File: src/inc/keypad_wake_pkg.sv
// Constants, register map and field layout for the keypad wake interrupt block.
// Assumes a 32-bit AXI4-Lite register bus and an 8-pin keypad port.
package keypad_wake_pkg;
  localparam int unsigned PIN_COUNT = 8;
  localparam logic [11:0] OFF_PIN_ENABLE = 12'h000;
  localparam logic [11:0] OFF_AUX_CONTROL = 12'h004;
  localparam logic [11:0] OFF_IRQ_STATUS = 12'h008;
  localparam logic [11:0] OFF_IRQ_MASK = 12'h00C;
  localparam logic [11:0] OFF_PIN_LEVEL = 12'h010;
  localparam int unsigned AUX_IRQ_EN_BIT = 0;
  localparam int unsigned AUX_FLAG_BIT = 7;
  localparam int unsigned STAT_FLAG_BIT = 0;
  localparam logic [7:0] PIN_ENABLE_RESET = 8'h00;
  localparam logic AUX_IRQ_EN_RESET = 1'b0;
  localparam logic IRQ_MASK_RESET = 1'b0;
  localparam logic [1:0] RESP_OKAY = 2'b00;
  localparam logic [1:0] RESP_SLVERR = 2'b10;
  localparam int unsigned SYNC_STAGES = 2;
endpackage

File: src/inc/pin_sync_if.sv
// Carries synchronised keypad pin levels from the synchroniser to the controller.
// Assumes a single clock domain.
`timescale 1ns/1ns
`default_nettype none
interface pin_sync_if #(parameter int unsigned WIDTH = 8);
  logic [WIDTH-1:0] level;
  modport source (output level);
  modport sink   (input  level);
endinterface
`default_nettype wire

File: src/keypad_wake_interrupt.sv
// Keypad wake interrupt: per-pin enables, sticky flag, interrupt and wake outputs.
// Assumes AXI4-Lite master on clk; keypad pins pulled high, pressed keys pull low.
// Function
// All enabled port pins merge into one shared interrupt source.
// Eight-bit enable register; bit n enables pin n, any combination.
// Flag sets whenever an enabled pin is low while function active.
// Interrupt requested from flag only when keypad interrupt enabled.
// Software clears the flag; hardware never clears it itself.
// Interrupt wakes the CPU from both Idle and Power Down.
// Pin enables are ignored until the keypad interrupt is enabled.
// Pins are synchronised; the raw-pin async detect still needs a clk edge to raise wake.
`timescale 1ns/1ns
`default_nettype none
module keypad_wake_interrupt #(
  parameter int unsigned PINS = keypad_wake_pkg::PIN_COUNT
) (
  input  wire logic        clk,
  input  wire logic        rst_n,
  input  wire logic [PINS-1:0] keypad_pins,
  input  wire logic [11:0] s_axi_awaddr,
  input  wire logic        s_axi_awvalid,
  output logic             s_axi_awready,
  input  wire logic [31:0] s_axi_wdata,
  input  wire logic [3:0]  s_axi_wstrb,
  input  wire logic        s_axi_wvalid,
  output logic             s_axi_wready,
  output logic [1:0]       s_axi_bresp,
  output logic             s_axi_bvalid,
  input  wire logic        s_axi_bready,
  input  wire logic [11:0] s_axi_araddr,
  input  wire logic        s_axi_arvalid,
  output logic             s_axi_arready,
  output logic [31:0]      s_axi_rdata,
  output logic [1:0]       s_axi_rresp,
  output logic             s_axi_rvalid,
  input  wire logic        s_axi_rready,
  output logic             irq,
  output logic             wake_request
);
  if (PINS != 8) begin : g_bad_pins
    $error("keypad_wake_interrupt serves exactly 8 pins");
  end

  logic [1:0] rst_sync_q;
  logic       rst_local_n;
  always_ff @(posedge clk or negedge rst_n) begin
    if (!rst_n) begin
      rst_sync_q <= 2'b00;
    end else begin
      rst_sync_q <= {rst_sync_q[0], 1'b1};
    end
  end
  assign rst_local_n = rst_sync_q[1];

  pin_sync_if #(.WIDTH(PINS)) pin_bus ();
  pin_synchronizer #(.WIDTH(PINS)) u_sync (
    .clk   (clk),
    .rst_n (rst_local_n),
    .pins  (keypad_pins),
    .sync  (pin_bus.source)
  );

  typedef struct packed {
    logic [7:0]  pin_enable;
    logic        irq_enable;
    logic        flag;
    logic        irq_mask;
    logic        aw_held;
    logic [11:0] aw_addr;
    logic        w_held;
    logic [31:0] w_data;
    logic [3:0]  w_strb;
    logic        bvalid;
    logic [1:0]  bresp;
    logic        rvalid;
    logic [31:0] rdata;
    logic [1:0]  rresp;
    logic        irq;
    logic        wake;
  } ctrl_s;
  ctrl_s st_q;
  ctrl_s st_d;

  logic [11:0] wr_addr;
  logic [31:0] wr_data;
  logic [3:0]  wr_strb;
  logic        wr_fire;
  logic        press;
  logic        clear_flag;
  logic        async_press;

  // Idle and Power Down wake: asynchronous press on the raw pins, registered into wake at the next clk edge
  assign async_press = st_q.irq_enable & (|(st_q.pin_enable & ~keypad_pins));

  always_comb begin
    st_d       = st_q;
    wr_addr    = st_q.aw_held ? st_q.aw_addr : s_axi_awaddr;
    wr_data    = st_q.w_held ? st_q.w_data : s_axi_wdata;
    wr_strb    = st_q.w_held ? st_q.w_strb : s_axi_wstrb;
    wr_fire    = 1'b0;
    clear_flag = 1'b0;
    // Enables only matter once the function itself is switched on
    press      = st_q.irq_enable & (|(st_q.pin_enable & ~pin_bus.level));

    if (s_axi_awvalid && !st_q.aw_held && !st_q.bvalid) begin
      st_d.aw_held = 1'b1;
      st_d.aw_addr = s_axi_awaddr;
    end
    if (s_axi_wvalid && !st_q.w_held && !st_q.bvalid) begin
      st_d.w_held = 1'b1;
      st_d.w_data = s_axi_wdata;
      st_d.w_strb = s_axi_wstrb;
    end
    if ((st_q.aw_held || (s_axi_awvalid && !st_q.bvalid)) &&
        (st_q.w_held || (s_axi_wvalid && !st_q.bvalid)) && !st_q.bvalid) begin
      wr_fire      = 1'b1;
      st_d.aw_held = 1'b0;
      st_d.w_held  = 1'b0;
      st_d.bvalid  = 1'b1;
      st_d.bresp   = keypad_wake_pkg::RESP_OKAY;
      unique case (wr_addr)
        keypad_wake_pkg::OFF_PIN_ENABLE: begin
          if (wr_strb[0]) begin
            st_d.pin_enable = wr_data[7:0];
          end
        end
        keypad_wake_pkg::OFF_AUX_CONTROL: begin
          if (wr_strb[0]) begin
            st_d.irq_enable = wr_data[keypad_wake_pkg::AUX_IRQ_EN_BIT];
            clear_flag = ~wr_data[keypad_wake_pkg::AUX_FLAG_BIT];
          end
        end
        keypad_wake_pkg::OFF_IRQ_STATUS: begin
          if (wr_strb[0]) begin
            clear_flag = wr_data[keypad_wake_pkg::STAT_FLAG_BIT];
          end
        end
        keypad_wake_pkg::OFF_IRQ_MASK: begin
          if (wr_strb[0]) begin
            st_d.irq_mask = wr_data[keypad_wake_pkg::STAT_FLAG_BIT];
          end
        end
        keypad_wake_pkg::OFF_PIN_LEVEL: begin
          st_d.bresp = keypad_wake_pkg::RESP_OKAY;
        end
        default: begin
          st_d.bresp = keypad_wake_pkg::RESP_SLVERR;
        end
      endcase
    end
    if (st_q.bvalid && s_axi_bready) begin
      st_d.bvalid = 1'b0;
    end

    // A press in the clearing cycle wins, so no key event is lost
    if (press) begin
      st_d.flag = 1'b1;
    end else if (clear_flag) begin
      st_d.flag = 1'b0;
    end

    if (s_axi_arvalid && !st_q.rvalid) begin
      st_d.rvalid = 1'b1;
      st_d.rresp  = keypad_wake_pkg::RESP_OKAY;
      st_d.rdata  = 32'h0000_0000;
      unique case (s_axi_araddr)
        keypad_wake_pkg::OFF_PIN_ENABLE: begin
          st_d.rdata[7:0] = st_q.pin_enable;
        end
        keypad_wake_pkg::OFF_AUX_CONTROL: begin
          st_d.rdata[keypad_wake_pkg::AUX_IRQ_EN_BIT] = st_q.irq_enable;
          st_d.rdata[keypad_wake_pkg::AUX_FLAG_BIT]   = st_q.flag;
        end
        keypad_wake_pkg::OFF_IRQ_STATUS: begin
          st_d.rdata[keypad_wake_pkg::STAT_FLAG_BIT] = st_q.flag;
        end
        keypad_wake_pkg::OFF_IRQ_MASK: begin
          st_d.rdata[keypad_wake_pkg::STAT_FLAG_BIT] = st_q.irq_mask;
        end
        keypad_wake_pkg::OFF_PIN_LEVEL: begin
          st_d.rdata[7:0] = pin_bus.level;
        end
        default: begin
          st_d.rresp = keypad_wake_pkg::RESP_SLVERR;
        end
      endcase
    end else if (st_q.rvalid && s_axi_rready) begin
      st_d.rvalid = 1'b0;
    end

    // Flag is only recorded unless the function and mask both allow it
    st_d.irq  = st_d.flag & st_d.irq_enable & st_d.irq_mask;
    st_d.wake = st_d.irq | async_press;
  end

  always_ff @(posedge clk or negedge rst_local_n) begin
    if (!rst_local_n) begin
      st_q            <= '0;
      st_q.pin_enable <= keypad_wake_pkg::PIN_ENABLE_RESET;
      st_q.irq_enable <= keypad_wake_pkg::AUX_IRQ_EN_RESET;
      st_q.irq_mask   <= keypad_wake_pkg::IRQ_MASK_RESET;
    end else begin
      st_q <= st_d;
    end
  end

  assign s_axi_awready = ~st_q.aw_held & ~st_q.bvalid;
  assign s_axi_wready  = ~st_q.w_held & ~st_q.bvalid;
  assign s_axi_bvalid  = st_q.bvalid;
  assign s_axi_bresp   = st_q.bresp;
  assign s_axi_arready = ~st_q.rvalid;
  assign s_axi_rvalid  = st_q.rvalid;
  assign s_axi_rdata   = st_q.rdata;
  assign s_axi_rresp   = st_q.rresp;
  assign irq           = st_q.irq;
  // Registered wake copy; async_press feeds it so a press is caught next edge
  assign wake_request  = st_q.wake;
endmodule // keypad_wake_interrupt
`default_nettype wire

File: src/pin_synchronizer.sv
// Two-stage synchroniser for the asynchronous keypad pins.
// Assumes pins may change at any time relative to clk.
`timescale 1ns/1ns
`default_nettype none
module pin_synchronizer #(
  parameter int unsigned WIDTH = 8
) (
  input  wire logic       clk,
  input  wire logic       rst_n,
  input  wire logic [WIDTH-1:0] pins,
  pin_sync_if.source      sync
);
  typedef struct packed {
    logic [WIDTH-1:0] meta;
    logic [WIDTH-1:0] stable;
  } sync_s;
  sync_s state_q;
  sync_s state_d;

  // Pins idle high, so reset to the released level to avoid a false press
  always_comb begin
    state_d        = state_q;
    state_d.meta   = pins;
    state_d.stable = state_q.meta;
  end

  always_ff @(posedge clk or negedge rst_n) begin
    if (!rst_n) begin
      state_q <= '1;
    end else begin
      state_q <= state_d;
    end
  end

  assign sync.level = state_q.stable;
endmodule // pin_synchronizer
`default_nettype wire

File: config.mk
export PLATFORM = sky130hd
export DESIGN_NAME = keypad_wake_interrupt
export DESIGN_NICKNAME = d
export VERILOG_FILES = /design/src/inc/keypad_wake_pkg.sv /design/src/inc/pin_sync_if.sv /design/src/keypad_wake_interrupt.sv /design/src/pin_synchronizer.sv
export SDC_FILE = /design/constraint.sdc
export NUM_CORES = 1
export LEC_CHECK = 0
export ABC_CLOCK_PERIOD_IN_PS = 2500
export BUFFER_PORTS_ARGS = -buffer_cell sky130_fd_sc_hd__buf_2
export CAP_MARGIN = 15
export CELL_PAD_IN_SITES_DETAIL_PLACEMENT = 0
export CELL_PAD_IN_SITES_GLOBAL_PLACEMENT = 2
export CORE_AREA = 2 2 105 107
export CTS_BUF_LIST = sky130_fd_sc_hd__clkbuf_16
export CTS_CLUSTER_SIZE = 16
export DETAILED_ROUTE_END_ITERATION = 8
export DIE_AREA = 0 0 107 109
export PLACE_DENSITY = 0.77
export RECOVER_POWER = 25
export REMOVE_ABC_BUFFERS = 1
export SYNTH_ARGS = -nofsm -noshare
export SYNTH_HDL_FRONTEND = slang
export SYNTH_HIERARCHICAL = 1
export SYNTH_SLANG_ARGS = --single-unit
File: constraint.sdc
create_clock -name clk -period 2.5 [get_ports clk]
set_input_delay 0 -clock clk [delete_from_list [all_inputs] [get_ports clk]]
set_output_delay 0 -clock clk [all_outputs]
set_load 0.01 [all_outputs]
==> results.rst, run 1 <==
.. list-table::
   :header-rows: 1

   * - Metric
     - Value
   * - DRC violation total after the first TritonRoute iteration
     - 85
   * - Worst slack at placement
     - 403 ps
   * - Cells taking the most area after synthesis
     - sky130_fd_sc_hd__dfrtp_1 (41%), sky130_fd_sc_hd__dfstp_2 (14%), sky130_fd_sc_hd__buf_4 (8.8%)
   * - EDFF count, synth
     - 0
   * - Power density over the cells
     - 869 nW/um2
   * - GRT Overall Usage
     - 11.2%
   * - Post-Route WL
     - 6190 um
   * - Post-synthesis instance area
     - 3080 um2
   * - Clock root buffer
     - sky130_fd_sc_hd__clkbuf_16
   * - Core Region
     - 10600 um2
   * - Clk slew on worst S/H paths
     - 60 ps
   * - Yosys synthesis warning count
     - 6
   * - Average wire per standard cell
     - 12.3 um
   * - Total of endpoints with negative setup slack in the final report
     - 0
   * - Crit path required time
     - 2680 ps
   * - Post-route clock period utilization
     - 84.2%
   * - Most used cells in the layout excluding fill and tap cells
     - sky130_fd_sc_hd__dfrtp_1 (50), sky130_fd_sc_hd__buf_2 (42), sky130_fd_sc_hd__dlygate4sd3_1 (34)
   * - Via count of the first global-routing pass
     - 2126
   * - Number of input and output port buffers inserted
     - 64
   * - Antenna violations before repair
     - 0
   * - Inserted Diodes
     - 0
   * - Worst path slowest cell
     - sky130_fd_sc_hd__or4_4
   * - Deepest clock path buffer count
     - 2
   * - Final Wtd Congestion
     - 0.773
   * - Class of the most critical setup path
     - in2reg
   * - Final-stage net count
     - 435
   * - Leading cell type in the layout, fill and taps excluded
     - sky130_fd_sc_hd__dfrtp_1
   * - Area fraction of the dominant cell type after synthesis
     - 40.7%
   * - Outcome
     - finished, final reports clean
   * - Row count
     - 38
   * - Asr flop ratio synth
     - 100%
   * - Horiz. Die Dim
     - 107 um
   * - Clock net sink count
     - 66
   * - Delay of the slowest critical-path stage
     - 550 ps
   * - First drt pass iteration count
     - 4
   * - Aggregate global routing overflow
     - 0
   * - Detailed-route via count
     - 2134
   * - CP delay by family, top
     - simple AND/OR/NAND/NOR gates
   * - Fill cell instance count of the final layout
     - 1057
   * - Max Freq
     - 475 MHz
   * - Cells after Synth
     - 263
   * - Layout cell share with drive strength beyond 1
     - 29.3%
   * - Count of final hold-check violations
     - 0
   * - Cells resized by post-CTS repair
     - 0
   * - Hold crit path type
     - in2reg
   * - Layer with the highest usage
     - met2
   * - P_leak
     - 1.75 nW
   * - Post-synthesis cell type with the largest combined area
     - sky130_fd_sc_hd__dfrtp_1
   * - Worst Path Max Fanout
     - 5
   * - GR Util met3
     - 4.24%
   * - Global-route met2 utilization
     - 17.4%
   * - Cts bufs inserted
     - 9
   * - Total DRC errors in the routed layout
     - 0
   * - DIE AREA
     - 11700 um2
   * - Number of standard cells in the layout, taps in and fillers out
     - 505
   * - Total half-perimeter wirelength after legalization and detailed placement
     - 4470 um
   * - DP Cell Count
     - 455
   * - Final total negative setup slack
     - 0 ps
   * - Critical path, cell by cell
     - dlygate4sd3_1, buf_2, or4_4, nor4_4, o211a_4, a41oi_2, nor4_2, o21ai_1
   * - Antenna violation net count after detailed routing
     - 0
   * - IR drop worst, VDD
     - 0.445 mV
   * - Post-DR vias/cell
     - 4.23
   * - Number of violations of the max-capacitance limit
     - 0
   * - Initial core utilization
     - 29.0%
   * - Post-synthesis register bit count
     - 66
   * - CTS tree
     - yes
   * - Buffering stage count on the worst path with inverters included
     - 2
   * - Utilization after layout
     - 38.1%
   * - RSZ-0062 raised after global routing
     - false
   * - Count of unique library cells instantiated by Yosys
     - 46
   * - Final Slew Violations
     - 0
   * - Register area share after synthesis
     - 54.3%
   * - Worst-Margin Slew
     - 1330 ps
   * - Synthesized area per cell
     - 11.7 um2
   * - Worst-case headroom to the max-slew limit
     - 11.5%
   * - Die Span Y
     - 109 um
   * - Worst Setup End Kind
     - flip-flop
   * - Largest net degree at the start of global routing
     - 35
   * - Global-route wire length before repair
     - 9930 um
   * - CTS H-tree lvls
     - 3
   * - Area delta synth->final
     - 31.2%
   * - Minimum clock period after layout
     - 2100 ps
   * - Kind of launch point of the worst setup path
     - primary input
   * - Worst-case clock skew
     - 9.14 ps
   * - Final worst-path setup slack
     - 396 ps
   * - Top-Level Pins
     - 118
   * - Global-route met1 utilization
     - 14.0%
   * - Main flop type after synthesis
     - sky130_fd_sc_hd__dfrtp_1
   * - Worst Path Arrival
     - 2290 ps
   * - Insertion delay to the later sink of the worst-skew pair
     - 330 ps
-- kinds of logic after synthesis --
family	synth area share, %
other	0.244
AO/OA/AOI/OAI	11.1
buffers and inverters	11.2
multiplexers	13.5
AND/OR/NAND/NOR	9.31
flip-flops	54.3
XOR/XNOR	0.285
-- synth_stat cells, types with 2 or more instances --
| master | count |
|---|---|
| sky130_fd_sc_hd__conb_1 | 2 |
| sky130_fd_sc_hd__buf_2 | 2 |
| sky130_fd_sc_hd__mux2_1 | 4 |
| sky130_fd_sc_hd__nor4_1 | 2 |
| sky130_fd_sc_hd__buf_4 | 36 |
| sky130_fd_sc_hd__o41ai_1 | 2 |
| sky130_fd_sc_hd__inv_1 | 12 |
| sky130_fd_sc_hd__o31ai_1 | 3 |
| sky130_fd_sc_hd__o21ai_1 | 19 |
| sky130_fd_sc_hd__nor2_1 | 12 |
| sky130_fd_sc_hd__nor3_1 | 3 |
| sky130_fd_sc_hd__o22ai_1 | 9 |
| sky130_fd_sc_hd__o21ai_0 | 2 |
| sky130_fd_sc_hd__a22oi_1 | 7 |
| sky130_fd_sc_hd__nand2_1 | 18 |
| sky130_fd_sc_hd__o22a_1 | 2 |
| sky130_fd_sc_hd__mux2_2 | 19 |
| sky130_fd_sc_hd__dfstp_2 | 16 |
| sky130_fd_sc_hd__dfrtp_1 | 50 |
| sky130_fd_sc_hd__clkbuf_1 | 3 |
| sky130_fd_sc_hd__mux2i_1 | 12 |
| sky130_fd_sc_hd__nor2b_1 | 4 |
-- sequential cells by signal (all words and copies together) (netlist names) --
signal,count
st_q,34
u_sync/state_d,8
s_axi_bvalid,1
wake_request,1
s_axi_rdata,8
irq,1
rst_sync_q,2
s_axi_rresp,1
s_axi_bresp,1
s_axi_rvalid,1
u_sync/sync.level,8
-- layer usage --
layer / share of wire, % / vias to the layer above
li1: - / 1067
met1: 49 / 992
met2: 44 / 66
met3: 5.4 / 9
met4: 1.7 / 0
met5: 0 / -
-- per-stage QoR --
step | cell area, um2 | hold slack (ps) | total power, mW
global route | 4040 | 58.0 | 3.71
detailed placement | 3420 | -208 | 2.21
floorplan | 2880 | -296 | 1.97
global placement | 3420 | -211 | 2.19
finish | 4040 | 48.3 | 3.50
CTS | 4060 | 36.9 | 3.56
-- worst paths after layout --
| path | startpoint | end | slack (ps) | cells past startpoint |
|---|---|---|---|---|
| setup / recovery | s_axi_awaddr[8] | wake_request | 400 | 8 |
| setup reg to reg | st_q[89] | wake_request | 420 | 5 |
| hold / removal | s_axi_wvalid | st_q[89] | 50 | 3 |
| hold reg to reg | u_sync/state_d[4] | u_sync/sync.level[4] | 350 | 0 |
| max in group asynchronous | rst_sync_q[1] | u_sync/state_d[2] | 1070 | 1 |
| min in group asynchronous | rst_n | rst_sync_q[1] | 530 | 3 |
-- cell type report --
cell class | count | area [um2] | share of cell area [%]
flip-flops and latches | 66 | 1670 | 41.4
multi-input cells | 167 | 1150 | 28.6
repair buffers | 103 | 683 | 16.9
clock buffers | 9 | 225 | 5.58
well taps | 140 | 175 | 4.34
clock inverters | 7 | 76.3 | 1.89
inverters | 13 | 48.8 | 1.21
-- where the power goes --
part / internal, mW / switching [mW] / total [mW]
logic: 0.426 / 0.377 / 0.804
registers: 1.30 / 0.132 / 1.43
clock network: 0.782 / 0.487 / 1.27
-- worst min-delay path, delay by kind of cell --
family                 cells  cell delay (ps)
AO/OA/AOI/OAI              2              250
buffers and inverters      1               80
-- what timing repair did --
| action | in CTS | in global routing |
|---|---|---|
| hold buffers | 34 | 0 |
| endpoints found under the setup margin | 0 | 0 |
| endpoints found under the hold margin | 39 | 0 |
| setup buffers | 0 | 0 |
(Power assumes the default switching activity.)
==> run 2, diff against run 1 <==
Settings changed: ABC_AREA set to 1, ABC_CLOCK_PERIOD_IN_PS 2500 to 1920, CORE_AREA 2 2 105 107 to 2 2 119 121, DIE_AREA 0 0 107 109 to 0 0 121 123, PLACE_DENSITY 0.77 to 0.73.
Clock period 2.5 ns to 1.92 ns, I/O delays scaled along.
==> results.rst, run 2 <==
.. list-table::
   :header-rows: 1

   * - Metric
     - Value
   * - Outcome
     - finished, final reports clean (unchanged)
   * - Flip-flop count of the largest register after layout
     - 34 (unchanged)
   * - P_leak
     - 2.15 nW (was 1.75 nW)
   * - EDFF count, synth
     - 0 (unchanged)
   * - Final worst-path setup slack
     - 164 ps (was 396 ps)
   * - Total DRC errors in the routed layout
     - 0 (unchanged)
   * - Most frequently used cell type in the post-synthesis netlist
     - sky130_fd_sc_hd__nand2_1 (was sky130_fd_sc_hd__dfrtp_1)
   * - Largest net degree at the start of global routing
     - 40 (was 35)
   * - Count of unique library cells instantiated by Yosys
     - 34 (was 46)
   * - Worst hold path stage count
     - 3 (unchanged)
   * - Post-Route WL
     - 7520 um (was 6190 um)
   * - Via count of the first global-routing pass
     - 2512 (was 2126)
   * - Hold crit path type
     - in2reg (unchanged)
   * - Main combinational cell family by area after synthesis
     - simple AND/OR/NAND/NOR gates (was multiplexers)
   * - Cells after Synth
     - 394 (was 263)
   * - Count of final hold-check violations
     - 0 (unchanged)
   * - Total half-perimeter wirelength after legalization and detailed placement
     - 5580 um (was 4470 um)
   * - CTS H-tree lvls
     - 3 (unchanged)
   * - Power density over the cells
     - 1180 nW/um2 (was 869 nW/um2)
   * - Layout cell share with drive strength beyond 1
     - 24.4% (was 29.3%)
   * - Number of violations of the max-capacitance limit
     - 0 (unchanged)
   * - Antenna violation net count after detailed routing
     - 0 (unchanged)
   * - Core Region
     - 13600 um2 (was 10600 um2)
   * - Internal power component
     - 3.51 mW (was 2.51 mW)
   * - Clock net sink count
     - 66 (unchanged)
   * - Crit path required time
     - 2120 ps (was 2680 ps)
   * - Reg-to-reg critical path startpoint
     - st_q[89] (unchanged)
   * - Critical path, cell by cell
     - buf_4, nand2_1, nand2_2, nor2_4, nand2_2, nor2_4, nand3_1, o21ai_2, nor2_1, nand2_1, nand2_1 (was dlygate4sd3_1, buf_2, or4_4, nor4_4, o211a_4, a41oi_2, nor4_2, o21ai_1)
   * - Die Span Y
     - 123 um (was 109 um)
   * - Register containing the most flip-flops in the final layout
     - st_q (unchanged)
   * - Fraction of power spent switching nets
     - 32.2% (was 28.4%)
   * - Asr flop ratio synth
     - 100% (unchanged)
   * - IR drop worst, VDD
     - 0.488 mV (was 0.445 mV)
   * - First drt pass iteration count
     - 6 (was 4)
   * - Hold-critical path endpoint
     - s_axi_rvalid (was st_q[89])
   * - DP Cell Count
     - 626 (was 455)
   * - Dominant cell type by count on the critical path
     - sky130_fd_sc_hd__nand2_1
   * - Post-DR vias/cell
     - 3.87 (was 4.23)
   * - Total of endpoints with negative setup slack in the final report
     - 0 (unchanged)
   * - Horiz. Die Dim
     - 121 um (was 107 um)
   * - Post-synthesis share of cell area spent on and, or, nand and nor gates
     - 22.2% (was 9.31%)
   * - Worst Path Arrival
     - 1960 ps (was 2290 ps)
   * - Worst slack at placement
     - 172 ps (was 403 ps)
   * - Max Freq
     - 569 MHz
   * - Start point of the worst hold path
     - s_axi_arvalid (was s_axi_wvalid)
   * - Final Slew Violations
     - 0 (unchanged)
   * - Worst Path Max Fanout
     - 6 (was 5)
   * - Clock root buffer
     - sky130_fd_sc_hd__clkbuf_16 (unchanged)
   * - Hold slack final
     - 6.31 ps (was 48.3 ps)
   * - Most used cells in the layout excluding fill and tap cells
     - sky130_fd_sc_hd__nand2_1 (84), sky130_fd_sc_hd__buf_2 (57), sky130_fd_sc_hd__inv_1 (55) (was sky130_fd_sc_hd__dfrtp_1 (50), sky130_fd_sc_hd__buf_2 (42), sky130_fd_sc_hd__dlygate4sd3_1 (34))
   * - Post-route clock period utilization
     - 91.5%
   * - Post-synthesis cell type with the largest combined area
     - sky130_fd_sc_hd__dfrtp_1 (unchanged)
   * - Main flop type after synthesis
     - sky130_fd_sc_hd__dfrtp_1 (unchanged)
   * - Leading cell type in the layout, fill and taps excluded
     - sky130_fd_sc_hd__nand2_1 (was sky130_fd_sc_hd__dfrtp_1)
   * - Area fraction of the dominant cell type after synthesis
     - 37.6% (was 40.7%)
   * - Net switching power
     - 1.67 mW (was 0.997 mW)
   * - Minimum clock period after layout
     - 1760 ps
   * - Worst path slowest cell
     - sky130_fd_sc_hd__dfrtp_2 (was sky130_fd_sc_hd__or4_4)
   * - GRT Overall Usage
     - 10.6% (was 11.2%)
   * - Antenna violations before repair
     - 0 (unchanged)
   * - Aggregate global routing overflow
     - 0 (unchanged)
   * - Clk slew on worst S/H paths
     - 60 ps (about the same)
   * - Top-Level Pins
     - 118 (unchanged)
   * - Cell depth of the worst flop-to-flop path
     - 11 (was 5)
   * - Number of input and output port buffers inserted
     - 64 (unchanged)
   * - Final total negative setup slack
     - 0 ps (unchanged)
   * - Insertion delay to the later sink of the worst-skew pair
     - 330 ps (about the same)
   * - Cts bufs inserted
     - 9 (unchanged)
   * - Delay of the slowest critical-path stage
     - 440 ps (was 550 ps)
   * - Combinational group share of total power
     - 26.2% (was 22.9%)
   * - Post-synthesis register bit count
     - 66 (unchanged)
   * - Global-route wire length before repair
     - 12200 um (was 9930 um)
   * - Detailed-route via count
     - 2614 (was 2134)
   * - Initial core utilization
     - 24.5% (was 29.0%)
   * - DRC violation total after the first TritonRoute iteration
     - 122 (was 85)
   * - XOR/XNOR Fraction of Synth Area
     - 0% (was 0.285%)
   * - Clock group share of total power
     - 36.7% (was 36.2%)
   * - Kind of launch point of the worst setup path
     - flip-flop (was primary input)
   * - Final-stage net count
     - 565 (was 435)
   * - Worst reg2reg setup slack
     - 160 ps (was 420 ps)
   * - Seq pwr share
     - 37.1% (was 40.9%)
   * - Post-synthesis instance area
     - 3330 um2 (was 3080 um2)
   * - Post-synthesis compound-gate area fraction
     - 11.4% (was 11.1%)
   * - Class of the most critical setup path
     - reg2reg (was in2reg)
   * - Fill cell instance count of the final layout
     - 1450 (was 1057)
   * - Register area share after synthesis
     - 50.2% (was 54.3%)
   * - Average wire per standard cell
     - 11.1 um (was 12.3 um)
   * - Utilization after layout
     - 32.2% (was 38.1%)
   * - Yosys synthesis warning count
     - 6 (unchanged)
   * - DIE AREA
     - 14900 um2 (was 11700 um2)
   * - Area delta synth->final
     - 31.7% (was 31.2%)
   * - Synthesized area per cell
     - 8.46 um2 (was 11.7 um2)
   * - Most numerous cell types in the synthesized netlist
     - sky130_fd_sc_hd__nand2_1 (84), sky130_fd_sc_hd__inv_1 (55), sky130_fd_sc_hd__dfrtp_1 (50) (was sky130_fd_sc_hd__dfrtp_1 (50), sky130_fd_sc_hd__buf_4 (36), sky130_fd_sc_hd__mux2_2 (19), sky130_fd_sc_hd__o21ai_1 (19), sky130_fd_sc_hd__nand2_1 (18))
   * - Worst-case clock skew
     - 8.99 ps (was 9.14 ps)
   * - Inserted Diodes
     - 0 (unchanged)
   * - Worst reg2reg endpoint
     - wake_request (unchanged)
   * - Multi-input combinational cell area
     - 1230 um2 (was 1150 um2)
   * - Number of standard cells in the layout, taps in and fillers out
     - 675 (was 505)
   * - Cells taking the most area after synthesis
     - sky130_fd_sc_hd__dfrtp_1 (38%), sky130_fd_sc_hd__dfstp_2 (13%), sky130_fd_sc_hd__nand2_1 (9.5%) (was sky130_fd_sc_hd__dfrtp_1 (41%), sky130_fd_sc_hd__dfstp_2 (14%), sky130_fd_sc_hd__buf_4 (8.8%))
   * - Final Wtd Congestion
     - 0.715 (was 0.773)
   * - Synth Area in Adders
     - 0% (unchanged)
   * - CTS tree
     - yes (unchanged)
   * - Seq. cell area
     - 1670 um2 (about the same)
   * - Share of cell area taken by muxes after synthesis
     - 0% (was 13.5%)
   * - Row count
     - 43 (was 38)
   * - Worst Setup End Kind
     - flip-flop (unchanged)
   * - Worst-case headroom to the max-slew limit
     - 36.8% (was 11.5%)
   * - Worst-Margin Slew
     - 947 ps (was 1330 ps)
   * - Deepest clock path buffer count
     - 2 (unchanged)
## run 2: changes by cell type after synthesis, sizes merged, moves of 5 or more
cell    before  now
mux2        23    0
nor2        12   32
inv         13   60
o21ai       21   38
mux2i       13    0
a22oi        7    0
nand3b       0    6
nand2       18   93
a21oi        1    6
nand3        1   18
## run 2: repair_timing
action / CTS / global route
setup buffers: 0 / 0
resized for setup: 0 / 3
endpoints found under the setup margin: 0 / 2
endpoints found under the hold margin: 33 / 0
hold buffers: 33 / 0
## run 2: per-stage QoR
stage	cell area, um2	total power [mW]
3_5_place_dp	3720	3.27
6_report	4390	5.18
2_1_floorplan	3120	2.84
4_1_cts	4400	5.27
3_3_place_gp	3720	3.24
5_1_grt	4390	5.57
## run 2: cell type report
class	count	area share, %
clock inverter	7	2.85
tap	180	5.13
clock buffer	9	5.13
sequential	66	38.1
multi-input combinational	250	28.0
timing repair buffer	103	15.6
inverter	60	5.13
## run 2: logic make-up (layout without fill, tap and decap cells)
family | Yosys count | in the layout
other cells | 2 | 27
flops | 66 | 66
buf+inv | 103 | 179
simple gates | 157 | 157
compound gates | 66 | 66
## run 2: metal layers
metal | share of wire (%) | global-route usage, % | wire length, um
met4 | 1.2 | 4.14 | 89
met1 | 48 | 14.1 | 3600
met2 | 46 | 16.8 | 3440
met5 | 0 | 0 | 0
met3 | 5.1 | 2.44 | 383
## run 2: critical path, delay by kind of cell (launching register included)
family                 cells  cell delay (ps)
buffers and inverters      1              170
AOI/OAI and AO/OA          1              160
and+or+nand+nor            9              840
DFF                        1              440
## run 2: worst max path at each step
stage,start,endpoint,cells after the start
2_1_floorplan,rst_sync_q[1],irq,0
3_3_place_gp,st_q[89],wake_request,11
3_5_place_dp,st_q[89],wake_request,11
4_1_cts,st_q[89],wake_request,11
5_1_grt,st_q[89],wake_request,11
6_report,st_q[89],wake_request,11
## run 2: power by group through the flow
stage | sequential (mW) | clock (mW) | combinational, mW
after floorplan | 1.99 | 0 | 0.849
after global placement | 1.94 | 0 | 1.30
after detailed placement | 1.95 | 0 | 1.33
after CTS | 1.92 | 1.96 | 1.39
after global routing | 1.97 | 2.01 | 1.59
final | 1.92 | 1.90 | 1.36
==> run 3, diff against run 2 <==
Settings changed: CELL_PAD_IN_SITES_GLOBAL_PLACEMENT 2 to 1, CORE_AREA 2 2 119 121 to 2 2 109 111, DIE_AREA 0 0 121 123 to 0 0 111 113, PLACE_DENSITY 0.73 to 0.69.
==> results.rst, run 3 (synthesis results as in run 2) <==
.. list-table::
   :header-rows: 1

   * - Metric
     - Value
   * - Count of buffers added by post-CTS timing repair for setup
     - 0 (unchanged)
   * - Register containing the most flip-flops in the final layout
     - st_q (unchanged)
   * - Worst reg2reg endpoint
     - wake_request (unchanged)
   * - CTS H-tree lvls
     - 3 (unchanged)
   * - Hold slack final
     - 8.81 ps (was 6.31 ps)
   * - Kind of launch point of the worst setup path
     - flip-flop (unchanged)
   * - Combinational group share of total power
     - 27.4% (was 26.2%)
   * - Area delta synth->final
     - 28.9% (was 31.7%)
   * - DRC violation total after the first TritonRoute iteration
     - 134 (was 122)
   * - Start point of the worst hold path
     - s_axi_arvalid (unchanged)
   * - Crit path required time
     - 2130 ps (was 2120 ps)
   * - Worst Setup End Kind
     - flip-flop (unchanged)
   * - Clk slew on worst S/H paths
     - 60 ps (about the same)
   * - Reg-to-reg critical path startpoint
     - st_q[89] (unchanged)
   * - Via count of the first global-routing pass
     - 2538 (was 2512)
   * - Outcome
     - finished, final reports clean (unchanged)
   * - Worst slack at placement
     - 166 ps (was 172 ps)
   * - Initial core utilization
     - 29.6% (was 24.5%)
   * - Layout Cell Area excl Fill
     - 4290 um2 (was 4390 um2)
   * - Delay of the slowest critical-path stage
     - 440 ps (about the same)
   * - Number of violations of the max-capacitance limit
     - 0 (unchanged)
   * - DIE AREA
     - 12500 um2 (was 14900 um2)
   * - Deepest clock path buffer count
     - 2 (unchanged)
   * - Max Freq
     - 571 MHz (was 569 MHz)
   * - Dominant cell type by count on the critical path
     - sky130_fd_sc_hd__nand2_1 (unchanged)
   * - P_leak
     - 2.12 nW (was 2.15 nW)
   * - Hold-critical path endpoint
     - s_axi_rvalid (unchanged)
   * - Clock net sink count
     - 66 (unchanged)
   * - Total half-perimeter wirelength after legalization and detailed placement
     - 5280 um (was 5580 um)
   * - GRT Overall Usage
     - 12.0% (was 10.6%)
   * - Antenna violation net count after detailed routing
     - 0 (unchanged)
   * - Worst-Margin Slew
     - 971 ps (was 947 ps)
   * - Net switching power
     - 1.69 mW (was 1.67 mW)
   * - Global-route wire length before repair
     - 12000 um (was 12200 um)
   * - Post-route clock period utilization
     - 91.2% (was 91.5%)
   * - Horiz. Die Dim
     - 111 um (was 121 um)
   * - Count of final hold-check violations
     - 0 (unchanged)
   * - Post-Route WL
     - 7120 um (was 7520 um)
   * - Worst-case clock skew
     - 5.48 ps (was 8.99 ps)
   * - Total of endpoints with negative setup slack in the final report
     - 0 (unchanged)
   * - RSZ-0062 raised after global routing
     - false
   * - Largest net degree at the start of global routing
     - 44 (was 40)
   * - First drt pass iteration count
     - 4 (was 6)
   * - Top-Level Pins
     - 118 (unchanged)
   * - Class of the most critical setup path
     - reg2reg (unchanged)
   * - Seq pwr share
     - 39.1% (was 37.1%)
   * - Average wire per standard cell
     - 11.2 um (was 11.1 um)
   * - Worst path slowest cell
     - sky130_fd_sc_hd__dfrtp_2 (unchanged)
   * - Clock root buffer
     - sky130_fd_sc_hd__clkbuf_16 (unchanged)
   * - Number of input and output port buffers inserted
     - 64 (unchanged)
   * - Core Region
     - 11300 um2 (was 13600 um2)
   * - CTS tree
     - yes (unchanged)
   * - Layout cell share with drive strength beyond 1
     - 24.1% (was 24.4%)
   * - Cts bufs inserted
     - 9 (unchanged)
   * - Final Slew Violations
     - 0 (unchanged)
   * - Placement-stage cell area
     - 3670 um2 (was 3720 um2)
   * - Final total negative setup slack
     - 0 ps (unchanged)
   * - Flip-flop count of the largest register after layout
     - 34 (unchanged)
   * - Total DRC errors in the routed layout
     - 0 (unchanged)
   * - Power density over the cells
     - 1150 nW/um2 (was 1180 nW/um2)
   * - Final-stage net count
     - 564 (was 565)
   * - Worst Path Arrival
     - 1960 ps (about the same)
   * - Final Wtd Congestion
     - 0.781 (was 0.715)
   * - Detailed-route via count
     - 2659 (was 2614)
   * - Worst Path Max Fanout
     - 6 (unchanged)
   * - Row count
     - 39 (was 43)
   * - DP Cell Count
     - 588 (was 626)
   * - Clock group share of total power
     - 33.5% (was 36.7%)
   * - CP delay by family, top
     - simple AND/OR/NAND/NOR gates (unchanged)
   * - Number of standard cells in the layout, taps in and fillers out
     - 637 (was 675)
   * - Inserted Diodes
     - 0 (unchanged)
   * - Post-DR vias/cell
     - 4.17 (was 3.87)
   * - IR drop worst, VDD
     - 0.589 mV (was 0.488 mV)
   * - Critical path, cell by cell
     - buf_4, nand2_1, nand2_2, nor2_4, nand2_2, nor2_4, nand3_1, o21ai_1, nor2_1, nand2_1, nand2_1 (was buf_4, nand2_1, nand2_2, nor2_4, nand2_2, nor2_4, nand3_1, o21ai_2, nor2_1, nand2_1, nand2_1)
   * - Die Span Y
     - 113 um (was 123 um)
   * - Buffering stage count on the worst path with inverters included
     - 1 (unchanged)
   * - Minimum clock period after layout
     - 1750 ps (was 1760 ps)
   * - Antenna violations before repair
     - 0 (unchanged)
   * - Final worst-path setup slack
     - 170 ps (was 164 ps)
   * - Internal power component
     - 3.25 mW (was 3.51 mW)
   * - Most used cells in the layout excluding fill and tap cells
     - sky130_fd_sc_hd__nand2_1 (84), sky130_fd_sc_hd__buf_2 (56), sky130_fd_sc_hd__inv_1 (55) (was sky130_fd_sc_hd__nand2_1 (84), sky130_fd_sc_hd__buf_2 (57), sky130_fd_sc_hd__inv_1 (55))
   * - Worst-case headroom to the max-slew limit
     - 35.3% (was 36.8%)
   * - Worst reg2reg setup slack
     - 170 ps (was 160 ps)
   * - Cell depth of the worst flop-to-flop path
     - 11 (unchanged)
   * - Fraction of power spent switching nets
     - 34.2% (was 32.2%)
   * - Aggregate global routing overflow
     - 0 (unchanged)
   * - Hold crit path type
     - in2reg (unchanged)
   * - Leading cell type in the layout, fill and taps excluded
     - sky130_fd_sc_hd__nand2_1 (unchanged)
   * - Insertion delay to the later sink of the worst-skew pair
     - 330 ps (about the same)
   * - Worst hold path stage count
     - 3 (unchanged)
-- run 3: how the worst max path moves through the flow --
stage | from | endpoint | cells past startpoint
floorplan | rst_sync_q[1] | irq | 0
global placement | st_q[89] | wake_request | 11
detailed placement | st_q[89] | wake_request | 11
CTS | st_q[89] | wake_request | 11
global route | st_q[89] | wake_request | 11
finish | st_q[89] | wake_request | 11
-- run 3: power groups by stage --
stage / sequential, mW / clock (mW) / combinational [mW]
after global placement: 1.94 / 0 / 1.28
after floorplan: 1.99 / 0 / 0.849
final: 1.93 / 1.65 / 1.35
after detailed placement: 1.95 / 0 / 1.32
after global routing: 1.98 / 1.76 / 1.56
after CTS: 1.93 / 1.70 / 1.37
-- run 3: final cells by class --
type	instances	area, um2
Clock inverter	7	76.3
Tap cell	143	179
Clock buffer	9	225
Timing Repair Buffer	102	691
Inverter	60	225
Multi-Input combinational cell	250	1220
Sequential cell	66	1670
Fill cell	1179	6980
-- run 3: timing repair --
action | in CTS | in global routing
endpoints found under the hold margin | 33 | 0
setup endpoints to repair | 0 | 2
hold buffers | 33 | 0
resized for setup | 0 | 2
-- run 3: metrics by stage --
stage | utilization, % | total power [mW]
after floorplan | - | 2.84
final | 38.1 | 4.93
after detailed placement | 32.5 | 3.27
after global routing | 38.1 | 5.30
after CTS | 38.2 | 5.00
after global placement | 32.5 | 3.22
-- run 3: layer usage --
layer	up-vias	GRT usage, %	part of all wire, %
met3	9	3.54	5.1
met1	1195	15.8	48
met5	-	0	0
met4	0	4.25	1.3
li1	1377	-	-
met2	78	18.9	46
-- run 3: worst min-delay path, cell delays in order --
cell and delay (ps):
sky130_fd_sc_hd__buf_2 70, sky130_fd_sc_hd__nand2_1 120, sky130_fd_sc_hd__o21ai_0 110
